File: config.mk
export PLATFORM = sky130hd
export DESIGN_NAME = svm_monitor_ctrl
export DESIGN_NICKNAME = d
export VERILOG_FILES = /design/src/rtl/svm_pkg.sv /design/src/rtl/svm_settle_timer.sv /design/src/rtl/svm_monitor_ctrl.sv
export SDC_FILE = /design/constraint.sdc
export NUM_CORES = 1
export LEC_CHECK = 0
export ABC_CLOCK_PERIOD_IN_PS = 2100
export CAP_MARGIN = 30
export CORE_MARGIN = 3
export CORE_UTILIZATION = 30
export DETAILED_ROUTE_END_ITERATION = 8
export DONT_BUFFER_PORTS = 1
export HOLD_SLACK_MARGIN = 0.03
export PLACE_DENSITY_LB_ADDON = 0.2
export SYNTH_ARGS = -nofsm -noshare
export SYNTH_HDL_FRONTEND = slang
export SYNTH_SLANG_ARGS = --single-unit
File: constraint.sdc
create_clock -name i_clock -period 2.1 [get_ports i_clock]
set_clock_uncertainty 0.2 [all_clocks]
set_input_delay 0.21 -clock i_clock [delete_from_list [all_inputs] [get_ports i_clock]]
set_output_delay 0.21 -clock i_clock [all_outputs]
set_load 0.005 [all_outputs]
File: src/rtl/svm_pkg.sv
// Constants for the supply voltage monitor control block.
// Assumes an 8-bit internal bus with 20-bit addresses and a 100 MHz clock.
//
// Summary of operation
// - Reset and interrupt follow comparator, threshold and mode.
// - Other resets clear control register to 00h; detector reset keeps it.
// - Comparison flag and mask status bits are read-only.
// - Control bit 7 enables (1) or blocks (0) level register writes.
// - Mask status 1 while rewrite enabled or settling, combined mode only.
// - Comparison flag is 1 when supply is below threshold, else 0 or off.
// - Both registers take single-bit and whole-byte writes.
// - Level register bit 7 selects mode: 0 interrupt, 1 reset.
// - Level register bit 0 selects threshold: 0 upper, 1 lower or single.
// - Non-detector reset loads level register 00h, 81h or 01h by mode.
// - Combined mode: hardware updates mode and level bits on reset or irq.
// - Option byte: select 7:5, bit 4 one, level 3:2, mode 1:0.
// - Reset mode pair 1,1 takes seven select patterns, one threshold.
// - Combined mode pair 1,0 takes six select patterns, threshold pairs.
// - Interrupt mode pair 0,1 interrupts and releases initial reset.
// - After interrupt in combined mode, level and mode bits are set to 1.

package svm_pkg;

  localparam logic [19:0] ADDR_OPTION  = 20'h000c1;
  localparam logic [19:0] ADDR_CONTROL = 20'hfffa9;
  localparam logic [19:0] ADDR_LEVEL   = 20'hfffaa;

  // Control register fields
  localparam int          CTL_REWRITE_EN_POS = 7;
  localparam int          CTL_MASK_POS       = 1;
  localparam int          CTL_FLAG_POS       = 0;
  localparam logic [7:0]  CTL_RESET_VALUE    = 8'h00;

  // Level register fields and reset values per option mode
  localparam int          LVL_MODE_POS    = 7;
  localparam int          LVL_LEVEL_POS   = 0;
  localparam logic [7:0]  LVL_RESET_COMB  = 8'h00;
  localparam logic [7:0]  LVL_RESET_RST   = 8'h81;
  localparam logic [7:0]  LVL_RESET_INT   = 8'h01;

  // Option byte fields
  localparam int          OPT_SEL_HI       = 7;
  localparam int          OPT_SEL_LO       = 5;
  localparam int          OPT_ONE_POS      = 4;
  localparam int          OPT_LVL_HI       = 3;
  localparam int          OPT_LVL_LO       = 2;
  localparam int          OPT_MODE_HI      = 1;
  localparam int          OPT_MODE_LO      = 0;
  localparam logic [1:0]  OPT_MODE_COMB    = 2'h2;
  localparam logic [1:0]  OPT_MODE_RESET   = 2'h3;
  localparam logic [1:0]  OPT_MODE_INT     = 2'h1;

  // Threshold settling wait after an interrupt or a level change
  localparam int          CLOCK_PERIOD_NS  = 10;
  localparam int          SETTLE_TIME_NS   = 10000;
  localparam int          SETTLE_CYCLES    =
    (SETTLE_TIME_NS + CLOCK_PERIOD_NS - 1) / CLOCK_PERIOD_NS;
  localparam int          SETTLE_W         = 11;

  typedef enum logic [1:0] {
    SVM_ST_INIT,
    SVM_ST_RUN,
    SVM_ST_RESET
  } svm_state_t;

endpackage : svm_pkg

File: src/rtl/svm_settle_timer.sv
// Settling wait timer for the detection threshold.
// Assumes a one-cycle start pulse; restarts if pulsed while running.
`timescale 1ns/10ps
`default_nettype none

module svm_settle_timer
  import svm_pkg::*;
(
  // Clock and reset
  input  wire logic i_clock,
  input  wire logic i_reset,
  // Control
  input  wire logic i_start,
  output var  logic o_busy
);

  logic [SETTLE_W-1:0] count_r;

  always_ff @(posedge i_clock or posedge i_reset) begin
    if (i_reset) begin
      count_r <= '0;
    end else if (i_start) begin
      count_r <= SETTLE_W'(SETTLE_CYCLES);
    end else if (count_r != '0) begin
      count_r <= count_r - SETTLE_W'(1);
    end
  end

  always_ff @(posedge i_clock or posedge i_reset) begin
    if (i_reset) begin
      o_busy <= 1'b0;
    end else begin
      o_busy <= i_start || (count_r > SETTLE_W'(1));
    end
  end

endmodule : svm_settle_timer

`default_nettype wire

File: src/rtl/svm_monitor_ctrl.sv
// Control and status logic of the supply voltage monitor.
// Assumes a single-cycle CPU bus with byte and bit writes, an option
// byte held stable after reset, and a comparator level synchronous
// to i_clock. i_reset is every reset except the detector's own.
`timescale 1ns/10ps
`default_nettype none

module svm_monitor_ctrl
  import svm_pkg::*;
(
  // Clock and reset
  input  wire logic        i_clock,
  input  wire logic        i_reset,
  // CPU internal bus
  input  wire logic [19:0] i_addr,
  input  wire logic        i_wr_en,
  input  wire logic        i_bit_op,
  input  wire logic [2:0]  i_bit_pos,
  input  wire logic [7:0]  i_wr_data,
  input  wire logic        i_rd_en,
  output var  logic [7:0]  o_rd_data,
  // Option byte and analog side
  input  wire logic [7:0]  i_option_byte,
  input  wire logic        i_below_threshold,
  output var  logic        o_threshold_level,
  output var  logic        o_detect_mode,
  // Reset and interrupt
  output var  logic        o_detector_reset,
  output var  logic        o_supply_monitor_irq
);

  // Merge a byte write or a single-bit write into an old value
  function automatic logic [7:0] merge_write(
    input logic [7:0] old_val,
    input logic       bit_op,
    input logic [2:0] pos,
    input logic [7:0] data
  );
    logic [7:0] res;
    res = old_val;
    if (bit_op) begin
      res[pos] = data[0];
    end else begin
      res = data;
    end
    return res;
  endfunction : merge_write

  logic [1:0] opt_mode;
  logic       det_off;
  logic       comb_mode;
  logic       below_r;
  logic       flag;
  logic       rewrite_en_r;
  logic       mode_bit_r;
  logic       level_bit_r;
  logic       settle_busy;
  logic       mask;
  logic       settle_start;
  logic       irq_event;
  logic       rst_event;
  logic       below_d_r;
  logic       ctl_wr;
  logic       lvl_wr;
  logic [7:0] ctl_wval;
  logic [7:0] lvl_wval;
  logic [7:0] lvl_init;
  svm_state_t state_r;

  assign opt_mode  = i_option_byte[OPT_MODE_HI:OPT_MODE_LO];
  // Option mode bits 0,1 (bit 0 set, bit 1 clear) with top select bit set means detector off
  assign det_off   = i_option_byte[OPT_SEL_HI]
                     && i_option_byte[OPT_MODE_LO]
                     && !i_option_byte[OPT_MODE_HI];
  assign comb_mode = (opt_mode == OPT_MODE_COMB);
  assign flag      = below_r && !det_off;
  assign mask      = comb_mode && (rewrite_en_r || settle_busy);

  assign ctl_wr   = i_wr_en && (i_addr == ADDR_CONTROL);
  assign lvl_wr   = i_wr_en && (i_addr == ADDR_LEVEL)
                    && rewrite_en_r;
  // Old enable kept so a bit write to a read-only bit leaves it alone
  assign ctl_wval = merge_write({rewrite_en_r, 7'h00}, i_bit_op, i_bit_pos,
                                i_wr_data);
  assign lvl_wval = merge_write({mode_bit_r, 6'h00, level_bit_r},
                                i_bit_op, i_bit_pos, i_wr_data);

  always_comb begin
    case (opt_mode)
      OPT_MODE_COMB:  lvl_init = LVL_RESET_COMB;
      OPT_MODE_RESET: lvl_init = LVL_RESET_RST;
      default:        lvl_init = LVL_RESET_INT;
    endcase
  end

  // Comparator sampled once so every consumer sees the same value
  always_ff @(posedge i_clock or posedge i_reset) begin
    if (i_reset) begin
      // Start as below so the reset holds until the supply is seen above
      below_r   <= 1'b1;
      below_d_r <= 1'b1;
    end else begin
      below_r   <= i_below_threshold;
      below_d_r <= below_r;
    end
  end

  // Events only outside the mask and never while the detector is off
  always_comb begin
    irq_event = 1'b0;
    rst_event = 1'b0;
    if ((state_r == SVM_ST_RUN) && !det_off && !mask) begin
      if (opt_mode == OPT_MODE_INT) begin
        irq_event = (below_r != below_d_r);
      end else if (mode_bit_r) begin
        rst_event = below_r;
      end else begin
        irq_event = below_r && !below_d_r;
      end
    end
  end

  assign settle_start = (irq_event && comb_mode)
                        || (lvl_wr && (lvl_wval[LVL_LEVEL_POS]
                                       != level_bit_r));

  svm_settle_timer u_settle (
    .i_clock (i_clock),
    .i_reset (i_reset),
    .i_start (settle_start),
    .o_busy  (settle_busy)
  );

  // Detector reset sequencing; the detector reset does not touch regs
  always_ff @(posedge i_clock or posedge i_reset) begin
    if (i_reset) begin
      state_r <= SVM_ST_INIT;
    end else begin
      case (state_r)
        SVM_ST_INIT: begin
          if (det_off || !below_r) begin
            state_r <= SVM_ST_RUN;
          end
        end
        SVM_ST_RUN: begin
          if (rst_event) begin
            state_r <= SVM_ST_RESET;
          end
        end
        SVM_ST_RESET: begin
          if (!below_r) begin
            state_r <= SVM_ST_RUN;
          end
        end
        default: state_r <= SVM_ST_INIT;
      endcase
    end
  end

  always_ff @(posedge i_clock or posedge i_reset) begin
    if (i_reset) begin
      o_detector_reset <= 1'b1;
    end else begin
      o_detector_reset <= !det_off
        && ((state_r == SVM_ST_INIT && below_r)
            || (state_r == SVM_ST_RESET && below_r)
            || rst_event);
    end
  end

  always_ff @(posedge i_clock or posedge i_reset) begin
    if (i_reset) begin
      o_supply_monitor_irq <= 1'b0;
    end else begin
      o_supply_monitor_irq <= irq_event;
    end
  end

  // Control register: only the rewrite enable is stored
  always_ff @(posedge i_clock or posedge i_reset) begin
    if (i_reset) begin
      rewrite_en_r <= CTL_RESET_VALUE[CTL_REWRITE_EN_POS];
    end else if (ctl_wr) begin
      rewrite_en_r <= ctl_wval[CTL_REWRITE_EN_POS];
    end
  end

  // Level register; hardware updates win over a same-cycle write
  always_ff @(posedge i_clock or posedge i_reset) begin
    if (i_reset) begin
      mode_bit_r  <= 1'b0;
      level_bit_r <= 1'b0;
    end else if (state_r == SVM_ST_INIT) begin
      // Option-dependent value loaded after release, not under reset
      mode_bit_r  <= lvl_init[LVL_MODE_POS];
      level_bit_r <= lvl_init[LVL_LEVEL_POS];
    end else if (comb_mode && irq_event) begin
      mode_bit_r  <= 1'b1;
      level_bit_r <= 1'b1;
    end else if (comb_mode && rst_event) begin
      // Release then waits for the upper threshold
      mode_bit_r  <= 1'b1;
      level_bit_r <= 1'b0;
    end else if (lvl_wr) begin
      mode_bit_r  <= lvl_wval[LVL_MODE_POS];
      level_bit_r <= lvl_wval[LVL_LEVEL_POS];
    end
  end

  always_ff @(posedge i_clock or posedge i_reset) begin
    if (i_reset) begin
      o_threshold_level <= 1'b0;
      o_detect_mode     <= 1'b0;
    end else begin
      o_threshold_level <= level_bit_r;
      o_detect_mode     <= mode_bit_r;
    end
  end

  // Registered read data; unmapped addresses read zero
  always_ff @(posedge i_clock or posedge i_reset) begin
    if (i_reset) begin
      o_rd_data <= 8'h00;
    end else if (i_rd_en) begin
      case (i_addr)
        ADDR_CONTROL: o_rd_data <= {rewrite_en_r, 5'h00, mask,
                                    flag};
        ADDR_LEVEL:   o_rd_data <= {mode_bit_r, 6'h00, level_bit_r};
        ADDR_OPTION:  o_rd_data <= i_option_byte;
        default:      o_rd_data <= 8'h00;
      endcase
    end
  end

endmodule : svm_monitor_ctrl

`default_nettype wire

Word-level counts from Yosys, hierarchy flattened --
Index checks and enable logic that the tools add are counted.
Word-level totals: register bits 31, input bits 45, output and inout port bits 12
Cells by class: $add $sub $neg 1, magnitude comparators 3, equal/unequal tests 13, multiplexer cells 28, reductions and logical operators 33
Operator list (count):
- $eq A20 B20 Y1 const B | 2
- $pmux W8 S3 | 1
- $mux W11 | 2
- $eq A20 B8 Y1 const B | 1
- $logic_and A1 B1 Y1 | 17
- $bwmux W8 | 2
- $mux W8 | 2
- $pmux W8 S2 | 1
- $mux W1 | 15
- $gt A11 B1 Y1 const B | 1
- $reduce_bool A11 Y1 | 1
- $sub A11 B1 Y11 const B | 1
- $eq A2 B2 Y1 const B | 3
- $logic_or A1 B1 Y1 | 6
- $mux W2 | 3
- $ne A2 B2 Y1 const B | 3
- $pmux W2 S3 | 1
- $logic_not A1 Y1 | 5
- $eq A2 B1 Y1 const B | 2
- $lt A3 B4 Y1 const B | 1
- $reduce_bool A4 Y1 | 1
- $demux W1 S3 | 1
- $ge A3 B1 Y1 const B | 1
- $reduce_and A3 Y1 | 1
- other kinds (3) | 4

Logic depth before layout (Yosys ltp) --
Gate-level depths: netlist (run 1).
word-level depth 10, mapped depth 7

By module --
A second synthesis (run 1) with hierarchy kept.
Second synthesis, totals: cell total of the unflattened synthesis 174, area, all modules 1776.7 sq um
By module, submodules not included:
- svm_monitor_ctrl | times used 1, cells an instance 105, area each 1117.3 sq um, sequential area each 479.2 sq um
- svm_settle_timer | times used 1, cells an instance 69, area each 659.4 sq um, sequential area each 300.3 sq um

Least setup slack after synthesis (run 1) --
OpenSTA, ideal clock, no wires.
path kind register to register, start point reg below_r, end point reg u_settle.count_r[0], data arrival time 1684 ps, setup slack 76 ps, stages on the path, launching flop included 7, clock period less this slack 2024 ps, cell sequence dfstp_2 ha_1 nor2_1 mux2i_1 or4_4 o31ai_1 nor2_1
Between the ends: cells in the longest elaborated chain, start to end 7
Ends and longest elaborated chain:
- start: declaration | line svm_monitor_ctrl.sv:52 | logic below_r;
- start signal: assignment | line svm_monitor_ctrl.sv:103 | below_r <= i_below_threshold;
- $logic_and A1 B1 Y1 | line svm_monitor_ctrl.sv:118 | irq_event = below_r && !below_d_r;
- $mux W1 | line svm_monitor_ctrl.sv:115 | end else if (mode_bit_r) begin
- $mux W1 * | line svm_monitor_ctrl.sv:113 | if (opt_mode == OPT_MODE_INT) begin
- $mux W1 * | line svm_monitor_ctrl.sv:112 | if ((state_r == SVM_ST_RUN) && !det_off && !mask) begin
- $logic_and A1 B1 Y1 * | line svm_monitor_ctrl.sv:123 | assign settle_start = (irq_event && comb_mode)
- $logic_or A1 B1 Y1 * | line svm_monitor_ctrl.sv:124 | || (lvl_wr && (lvl_wval[LVL_LEVEL_POS]
- $mux W11 / $reduce_bool A2 Y1 (equally long branches)
- end signal: assignment | line svm_settle_timer.sv:23 | count_r <= SETTLE_W'(SETTLE_CYCLES);
- end signal: assignment | line svm_settle_timer.sv:25 | count_r <= count_r - SETTLE_W'(1);
- end: declaration | line svm_settle_timer.sv:17 | logic [SETTLE_W-1:0] count_r;
Mark *: on every way between the ends. The rest lies on a longest branch, timed or not. A chain may end at the register's enable or synchronous reset.

Worst setup path after layout (run 1) --
start point reg below_d_r, end point reg u_settle.count_r[7]
Between the ends: cells in the longest elaborated chain, start to end 8
Ends and longest elaborated chain:
- start: declaration | line svm_monitor_ctrl.sv:62 | logic below_d_r;
- start signal: assignment | line svm_monitor_ctrl.sv:104 | below_d_r <= below_r;
- $logic_not A1 Y1 | line svm_monitor_ctrl.sv:118
- $logic_and A1 B1 Y1 | line svm_monitor_ctrl.sv:118
- $mux W1 | line svm_monitor_ctrl.sv:115
- $mux W1 * | line svm_monitor_ctrl.sv:113
- $mux W1 * | line svm_monitor_ctrl.sv:112
- $logic_and A1 B1 Y1 * | line svm_monitor_ctrl.sv:123
- $logic_or A1 B1 Y1 * | line svm_monitor_ctrl.sv:124
- $mux W11 / $reduce_bool A2 Y1 (equally long branches)
Marks and branches as above.

==> metrics.yaml, run 1 <==
detailed_routing:
  detail_route.first_pass.iterations: 4
  vias: 1480
  route.detailed.drc: 0
  detail-route-antenna-nets: 0
  avg_vias_per_cell: 5.27
  route.detailed.wl_per_inst_microns: 15.7
  starting_drt_drc_count: 107
  wl_microns: 4400
logic_synthesis:
  ys.warnings.count: 0
  number_of_instances_in_the_synthesized_netlist: 179
  netlist-cell-type-count: 45
  yosysSeqAreaShare_pct: 45.7
  synth_edf_count: 0
  postSynthAreaPerCell_sq_um: 9.52
  synth_seq_cells: 31
  mappedNetlistArea_sq_um: 1700
  ys_dominant_reg_cell: "dfrtp_1"
  synthArstFlopShare_pct: 100
  synth_fp_nets: 228
clock_network:
  tritoncts: "built"
  cts.root.buffer_cell: "clkbuf_8"
  ctsLongestPathBuffers: 2
  htree_num_levels: 2
  insertion_delay_ns: 0.28
  path_clk_slew_ns: 0.07
  cts_sinks: 31
  cts_inserted_buffers: 5
power_and_ir_drop:
  p_per_area_nw_per_um2: 968
  power_mw: 2.10
  vdd_ir_drop_max_mv: 0.301
  leakage_nw: 0.900
critical_path:
  r2r_setup_slack_ns: 0.05
  crit_path_max_incr_delay_ns: 0.54
  critical_path.cell_chain: "inv_2, ha_4, nor2_1, mux2i_1, or4_4, o31a_4, o311ai_2"
  reg2reg_from: "below_d_r"
  cp_data_required_time_ns: 2.08
  end_kind: "flop"
  critPathKind: "flop to flop"
  worstRegToRegCells: 7
  critical_path.reg2reg.endpoint: "u_settle.count_r[7]"
  timing.critical_path.from_type: "flop"
  path_max_fanout: 7
  cp_data_arrival_time_ns: 2.03
  crit_path_top_delay_cell: "or4_4"
die:
  fp-row-count: 26
  chipWidth_microns: 81.4
  fp.coreArea_sq_um: 5300
  io_pins: 57
  die_height_microns: 81.4
  die_area_sq_um: 6620
  floorplan.initialDensity_pct: 32.1
placed_design:
  io_buffers: 0
  place_congestion: 0.844
  place.detailed.hpwl_microns: 3290
  place_area_sq_um: 1870
sta:
  setup_violations: 0
  final_max_slew_viol_count: 0
  period_share_pct: 97.6
  maxSlewHeadroom_pct: 65.4
  tightest_slew_ns: 0.518
  max_freq_mhz: 488
  post-route-min-period_ns: 2.05
  grt_setup_unrepaired: "true"
  finalHoldViolCount: 0
flow_run:
  drv_cap: 0
min_path:
  worstHoldPathType: "input pin to flop"
  min_path_cells: 3
  launch_point_of_the_worst_hold_path: "i_wr_en"
  timing.hold.worst_endpoint: "rewrite_en_r"
global_routing:
  gr-usage-all-layers_pct: 14.2
  grt-ovfl-total: 0
  largest_net_degree_at_the_start_of_global_routing: 19
  antenna_found_initial: 0
  grt_first_pass_wirelength_microns: 7160
  via_count_of_the_first_global_routing_pass: 1609
final_layout:
  design_area_sq_um: 2170
  antennaDiodeCount: 0
  layout-drive-gt1-share_pct: 19.0
  layout-area-overhead-vs-synth_pct: 27.2
  layout.nets: 259
  layout.filler_cells: 506
run_status:
  status: "completed"
## synth_stat cells (all sizes together), types with 2 or more instances
cell type	instances	area [sq um]
or3	4	30.0
nand4	6	37.5
clkbuf	2	7.51
o311ai	4	35.0
inv	12	45.0
dfrtp	28	701
mux2i	5	50.1
xnor2	4	35.0
nor4b	3	32.5
and3	4	25.0
nor3	2	10.0
nand3b	2	15.0
nor2b	4	25.0
nor2	19	71.3
o21a	2	15.0
a21oi	6	30.0
nand2	22	85.1
a211oi	2	15.0
ha	4	50.1
nor4	4	40.0
nand3	5	25.0
dfstp	3	78.8
o31ai	4	30.0
o21ai	11	55.1
mux2	3	33.8
## metal layers
metal | share of wire (%) | wire length (microns) | vias to the layer above | track usage [%]
met1 | 41 | 1810 | 714 | 14.9
met4 | 1.3 | 58 | 0 | 5.07
met2 | 51 | 2230 | 48 | 26.6
met5 | 0 | 0 | - | 0
met3 | 6.8 | 298 | 6 | 4.21
li1 | - | - | 712 | -
## cell type report
type	count	area, sq um	area share [%]
inverter	12	45.0	2.08
clock buffer	7	86.3	3.98
multi-input combinational	134	936	43.2
clock inverter	1	5.00	0.231
sequential	31	779	36.0
timing repair buffer	26	228	10.5
tap	70	87.6	4.04
## layout by cell type, fill, tap and decap left out, types with 4 or more instances in the layout
cell	instances
nor2b_1	4
mux2i_1	5
o21ai_0	9
and3_1	4
nand4_1	6
xnor2_1	4
nand2_1	21
inv_1	11
dlygate4sd3_1	13
clkbuf_8	6
dfrtp_1	28
nand3_1	5
a21oi_1	6
buf_4	13
nor2_1	19
## sequential cells by signal (all words and copies together), names as in the netlist
| name | cells |
|---|---|
| o_rd_data | 8 |
| o_supply_monitor_irq | 1 |
| below_r | 1 |
| state_r | 2 |
| rewrite_en_r | 1 |
| mode_bit_r | 1 |
| u_settle.count_r | 11 |
| o_threshold_level | 1 |
| o_detector_reset | 1 |
| level_bit_r | 1 |
| u_settle.o_busy | 1 |
| below_d_r | 1 |
| o_detect_mode | 1 |
## timing repair
item / 4_1_cts / 5_1_grt
hold buffers: 13 / 0
gates resized for setup: 8 / 4
endpoints found under the hold margin: 43 / 0
setup buffers: 1 / 1
setup endpoints to repair: 7 / 11
pin swaps: 3 / 3
## worst max-delay path: cells and delay by family (launching register included)
kind / cells / cell delay (ns)
simple gates: 2 / 0.62
flops: 1 / 0.52
compound gates: 2 / 0.25
fa+ha+maj: 1 / 0.22
mux: 1 / 0.09
buf+inv: 1 / 0.04
## report_power, final
group / switching (mW) / internal, mW / leakage [nW]
sequential: 0.151 / 0.757 / 0.367
clock: 0.225 / 0.264 / 0.0482
combinational: 0.349 / 0.350 / 0.485
total: 0.725 / 1.37 / 0.900
## stage by stage
stage | instances | utilization (%) | setup TNS, ns | setup WS (ns) | hold slack [ns]
after floorplan | 179 | - | 0 | 0.0762 | 0.0145
after CTS | 280 | 40.3 | -0.0131 | -0.0120 | 0.0460
after global placement | 258 | 35.2 | -0.165 | -0.0389 | -0.0606
after global routing | 281 | 40.9 | -0.00171 | -0.000882 | 0.0555
after detailed placement | 258 | 35.2 | -0.274 | -0.0747 | -0.0621
final | 281 | 40.9 | 0 | 0.0504 | 0.0511
## worst max path at each step
stage                          from                   end  slack, ns  cells after the start
after floorplan             below_r   u_settle.count_r[0]       0.08                      6
after global placement    below_d_r  u_settle.count_r[10]      -0.04                      7
after detailed placement  below_d_r  u_settle.count_r[10]      -0.07                      7
after CTS                 below_d_r           level_bit_r      -0.01                      7
after global routing      below_d_r           level_bit_r    -0.0009                      7
final                     below_d_r   u_settle.count_r[7]       0.05                      7
## logic make-up after synthesis
logic type | after synthesis | synth area share, %
AOI/OAI and AO/OA | 36 | 14.1
xor gates and xnor gates | 5 | 2.57
adders and majority gates | 4 | 2.94
buffers and inverters | 14 | 3.08
DFF | 31 | 45.7
muxes | 8 | 4.92
and+or+nand+nor | 81 | 26.7
Note: power is estimated with default switching activity, not from simulation.
==> inputs of run 2 (changes only) <==
--- a/config.mk
+++ b/config.mk
@@ -5,6 +5,7 @@
 export SDC_FILE = /design/constraint.sdc
 export NUM_CORES = 1
 export LEC_CHECK = 0
+export ABC_AREA = 1
 export ABC_CLOCK_PERIOD_IN_PS = 2100
 export CAP_MARGIN = 30
 export CORE_MARGIN = 3
==> metrics.yaml, run 2 <==
logic_synthesis:
  number_of_instances_in_the_synthesized_netlist: 269
  synth-xor-area-share_pct: 2.68
  netlist.area_leader.share_pct: 35.7
  yosysSeqAreaShare_pct: 39.7
  mappedNetlistArea_sq_um: 1960
  leading_cell_types_by_count_after_synthesis: "nand2_1 (73), inv_1 (34), nand3_1 (32), nor2_1 (31), dfrtp_1 (28)"
  synthArstFlopShare_pct: 100
  ys.warnings.count: 0
  synth_fp_nets: 318
  postSynthAreaPerCell_sq_um: 7.29
  netlist_top_cells_area: "dfrtp_1 (36%), nand2_1 (14%), nand3_1 (8.2%)"
  synth_top_family_by_area: "simple AND/OR/NAND/NOR gates"
  netlist-cell-type-count: 30
  synth.mux.area_fraction_pct: 0
  yosys.cell_count.top_type: "nand2_1"
  synth_simple_gate_area_share_pct: 42.0
  synth_compound_area_share_pct: 4.78
  synth_seq_cells: 31
  ys_dominant_reg_cell: "dfrtp_1"
  synth_edf_count: 0
  yosys.area_share.adder_pct: 2.55
  post-synth-top-area-cell: "dfrtp_1"
die:
  fp.coreArea_sq_um: 6130
  fp-row-count: 28
  io_pins: 57
  die_height_microns: 86.9
  floorplan.initialDensity_pct: 32.0
  die_area_sq_um: 7550
  chipWidth_microns: 86.9
final_layout:
  layout-drive-gt1-share_pct: 11.6
  reg.largest.list: "u_settle.count_r x11, o_rd_data x8, state_r x2"
  flip_flop_count_of_the_largest_register_after_layout: 11
  layout.filler_cells: 661
  commonest_non_fill_non_tap_cell_in_the_layout: "nand2_1"
  final_cell_mix: "nand2_1 (73), inv_1 (34), nand3_1 (32)"
  layout.nets: 340
  largest_register: "u_settle.count_r"
  antennaDiodeCount: 0
  layout.core_utilization_pct: 37.9
  layout-area-overhead-vs-synth_pct: 18.6
flow_run:
  drv_cap: 0
power_and_ir_drop:
  leakage_nw: 1.09
  vdd_ir_drop_max_mv: 0.569
  p_per_area_nw_per_um2: 878
min_path:
  min_path_cells: 3
  worstHoldPathType: "input pin to flop"
detailed_routing:
  avg_vias_per_cell: 4.72
  detail-route-antenna-nets: 0
  wl_microns: 4470
  route.detailed.wl_per_inst_microns: 12.2
  vias: 1731
  detail_route.first_pass.iterations: 4
  route.detailed.drc: 0
  starting_drt_drc_count: 54
global_routing:
  gr-usage-all-layers_pct: 12.4
  via_count_of_the_first_global_routing_pass: 1644
  largest_net_degree_at_the_start_of_global_routing: 32
  antenna_found_initial: 0
  grt_first_pass_wirelength_microns: 7330
  grt-ovfl-total: 0
sta:
  maxSlewHeadroom_pct: 69.1
  post-route-min-period_ns: 1.93
  grt_setup_unrepaired: "false"
  setup_tns_ns: 0
  setup_violations: 0
  final_max_slew_viol_count: 0
  max_freq_mhz: 517
  period_share_pct: 92.1
  finalHoldViolCount: 0
  tightest_slew_ns: 0.463
placed_design:
  place.detailed.hpwl_microns: 3300
  io_buffers: 0
  place_congestion: 0.797
critical_path:
  end_kind: "flop"
  worstRegToRegCells: 11
  critPathKind: "input pin to flop"
  timing.critical_path.from_type: "input pin"
  path_max_fanout: 3
  cp_data_arrival_time_ns: 1.91
  cp_data_required_time_ns: 2.08
clock_network:
  path_clk_slew_ns: 0.07
  postCtsSetupRepairBufs: 0
  cts.root.buffer_cell: "clkbuf_8"
  ctsLongestPathBuffers: 2
  tritoncts: "built"
  cts_inserted_buffers: 5
  htree_num_levels: 2
  insertion_delay_ns: 0.28
  cts_sinks: 31
run_status:
  status: "completed"
## run 2: cell types whose count changed after synthesis, sizes merged, moves of 5 or more
cell and change:
nand3 +31, mux2i -5, nand2 +54, inv +25
nor2 +20, nand4 +7
## run 2: worst max-delay path, cell delays in order
cell,delay (ns)
dlygate4sd3_1,0.54
nand2_1,0.05
dlygate4sd3_1,0.54
o21ai_0,0.11
nand2_1,0.07
nand2_1,0.05
inv_1,0.07
nand3_2,0.06
nand2_1,0.06
nand2_1,0.05
nand2_1,0.05
nand2_1,0.05
## run 2: final cells by class
type	instances	area, sq um	area share (%)
sequential	31	779	33.5
timing repair buffer	18	175	7.53
inverter	37	139	5.97
clock buffer	6	82.6	3.55
tap	75	93.8	4.03
clock inverter	2	35.0	1.51
multi-input combinational	198	1020	43.9
## run 2: final timing paths
check                                    to  slack [ns]          from
hold / removal                 o_rd_data[4]        0.05    i_addr[11]
setup reg to reg                level_bit_r        0.19     below_d_r
hold reg to reg                o_rd_data[7]        0.31  o_rd_data[7]
min in group asynchronous      o_rd_data[6]        0.24       i_reset
max in group asynchronous  o_detector_reset        1.13       i_reset
setup / recovery                 mode_bit_r        0.17  i_wr_data[0]
## run 2: power breakdown
group	leakage (nW)	internal (mW)	switching [mW]
registers	0.367	0.736	0.111
logic	0.662	0.228	0.355
clock network	0.0612	0.384	0.230
## run 2: routing by layer
layer / track usage [%] / up-vias / routed length (microns)
li1: - / 908 / -
met2: 20.4 / 33 / 2090
met4: 4.25 / 0 / 46
met3: 3.69 / 5 / 239
met1: 15.3 / 785 / 2090
met5: 0 / - / 0
## run 2: repair_timing
action / CTS / global route
gates resized for setup: 0 / 0
hold endpoints to repair: 46 / 0
hold buffers: 16 / 0
## run 2: cell families after synthesis
family | Yosys count
simple gates | 171
flops | 31
buf+inv | 40
xor+xnor | 6
compound gates | 17
fa+ha+maj | 4
## run 2: through the flow
stage / std cells / area, sq um / setup WS (ns) / hold slack (ns) / total power [mW]
after floorplan: 269 / 1960 / 0.395 / 0.0145 / 1.31
after global placement: 343 / 2050 / 0.206 / 0.0140 / 1.42
after detailed placement: 343 / 2050 / 0.210 / 0.0130 / 1.42
after CTS: 367 / 2330 / 0.181 / 0.0423 / 2.08
after global routing: 367 / 2330 / 0.0192 / 0.0675 / 2.22
final: 367 / 2330 / 0.165 / 0.0461 / 2.04
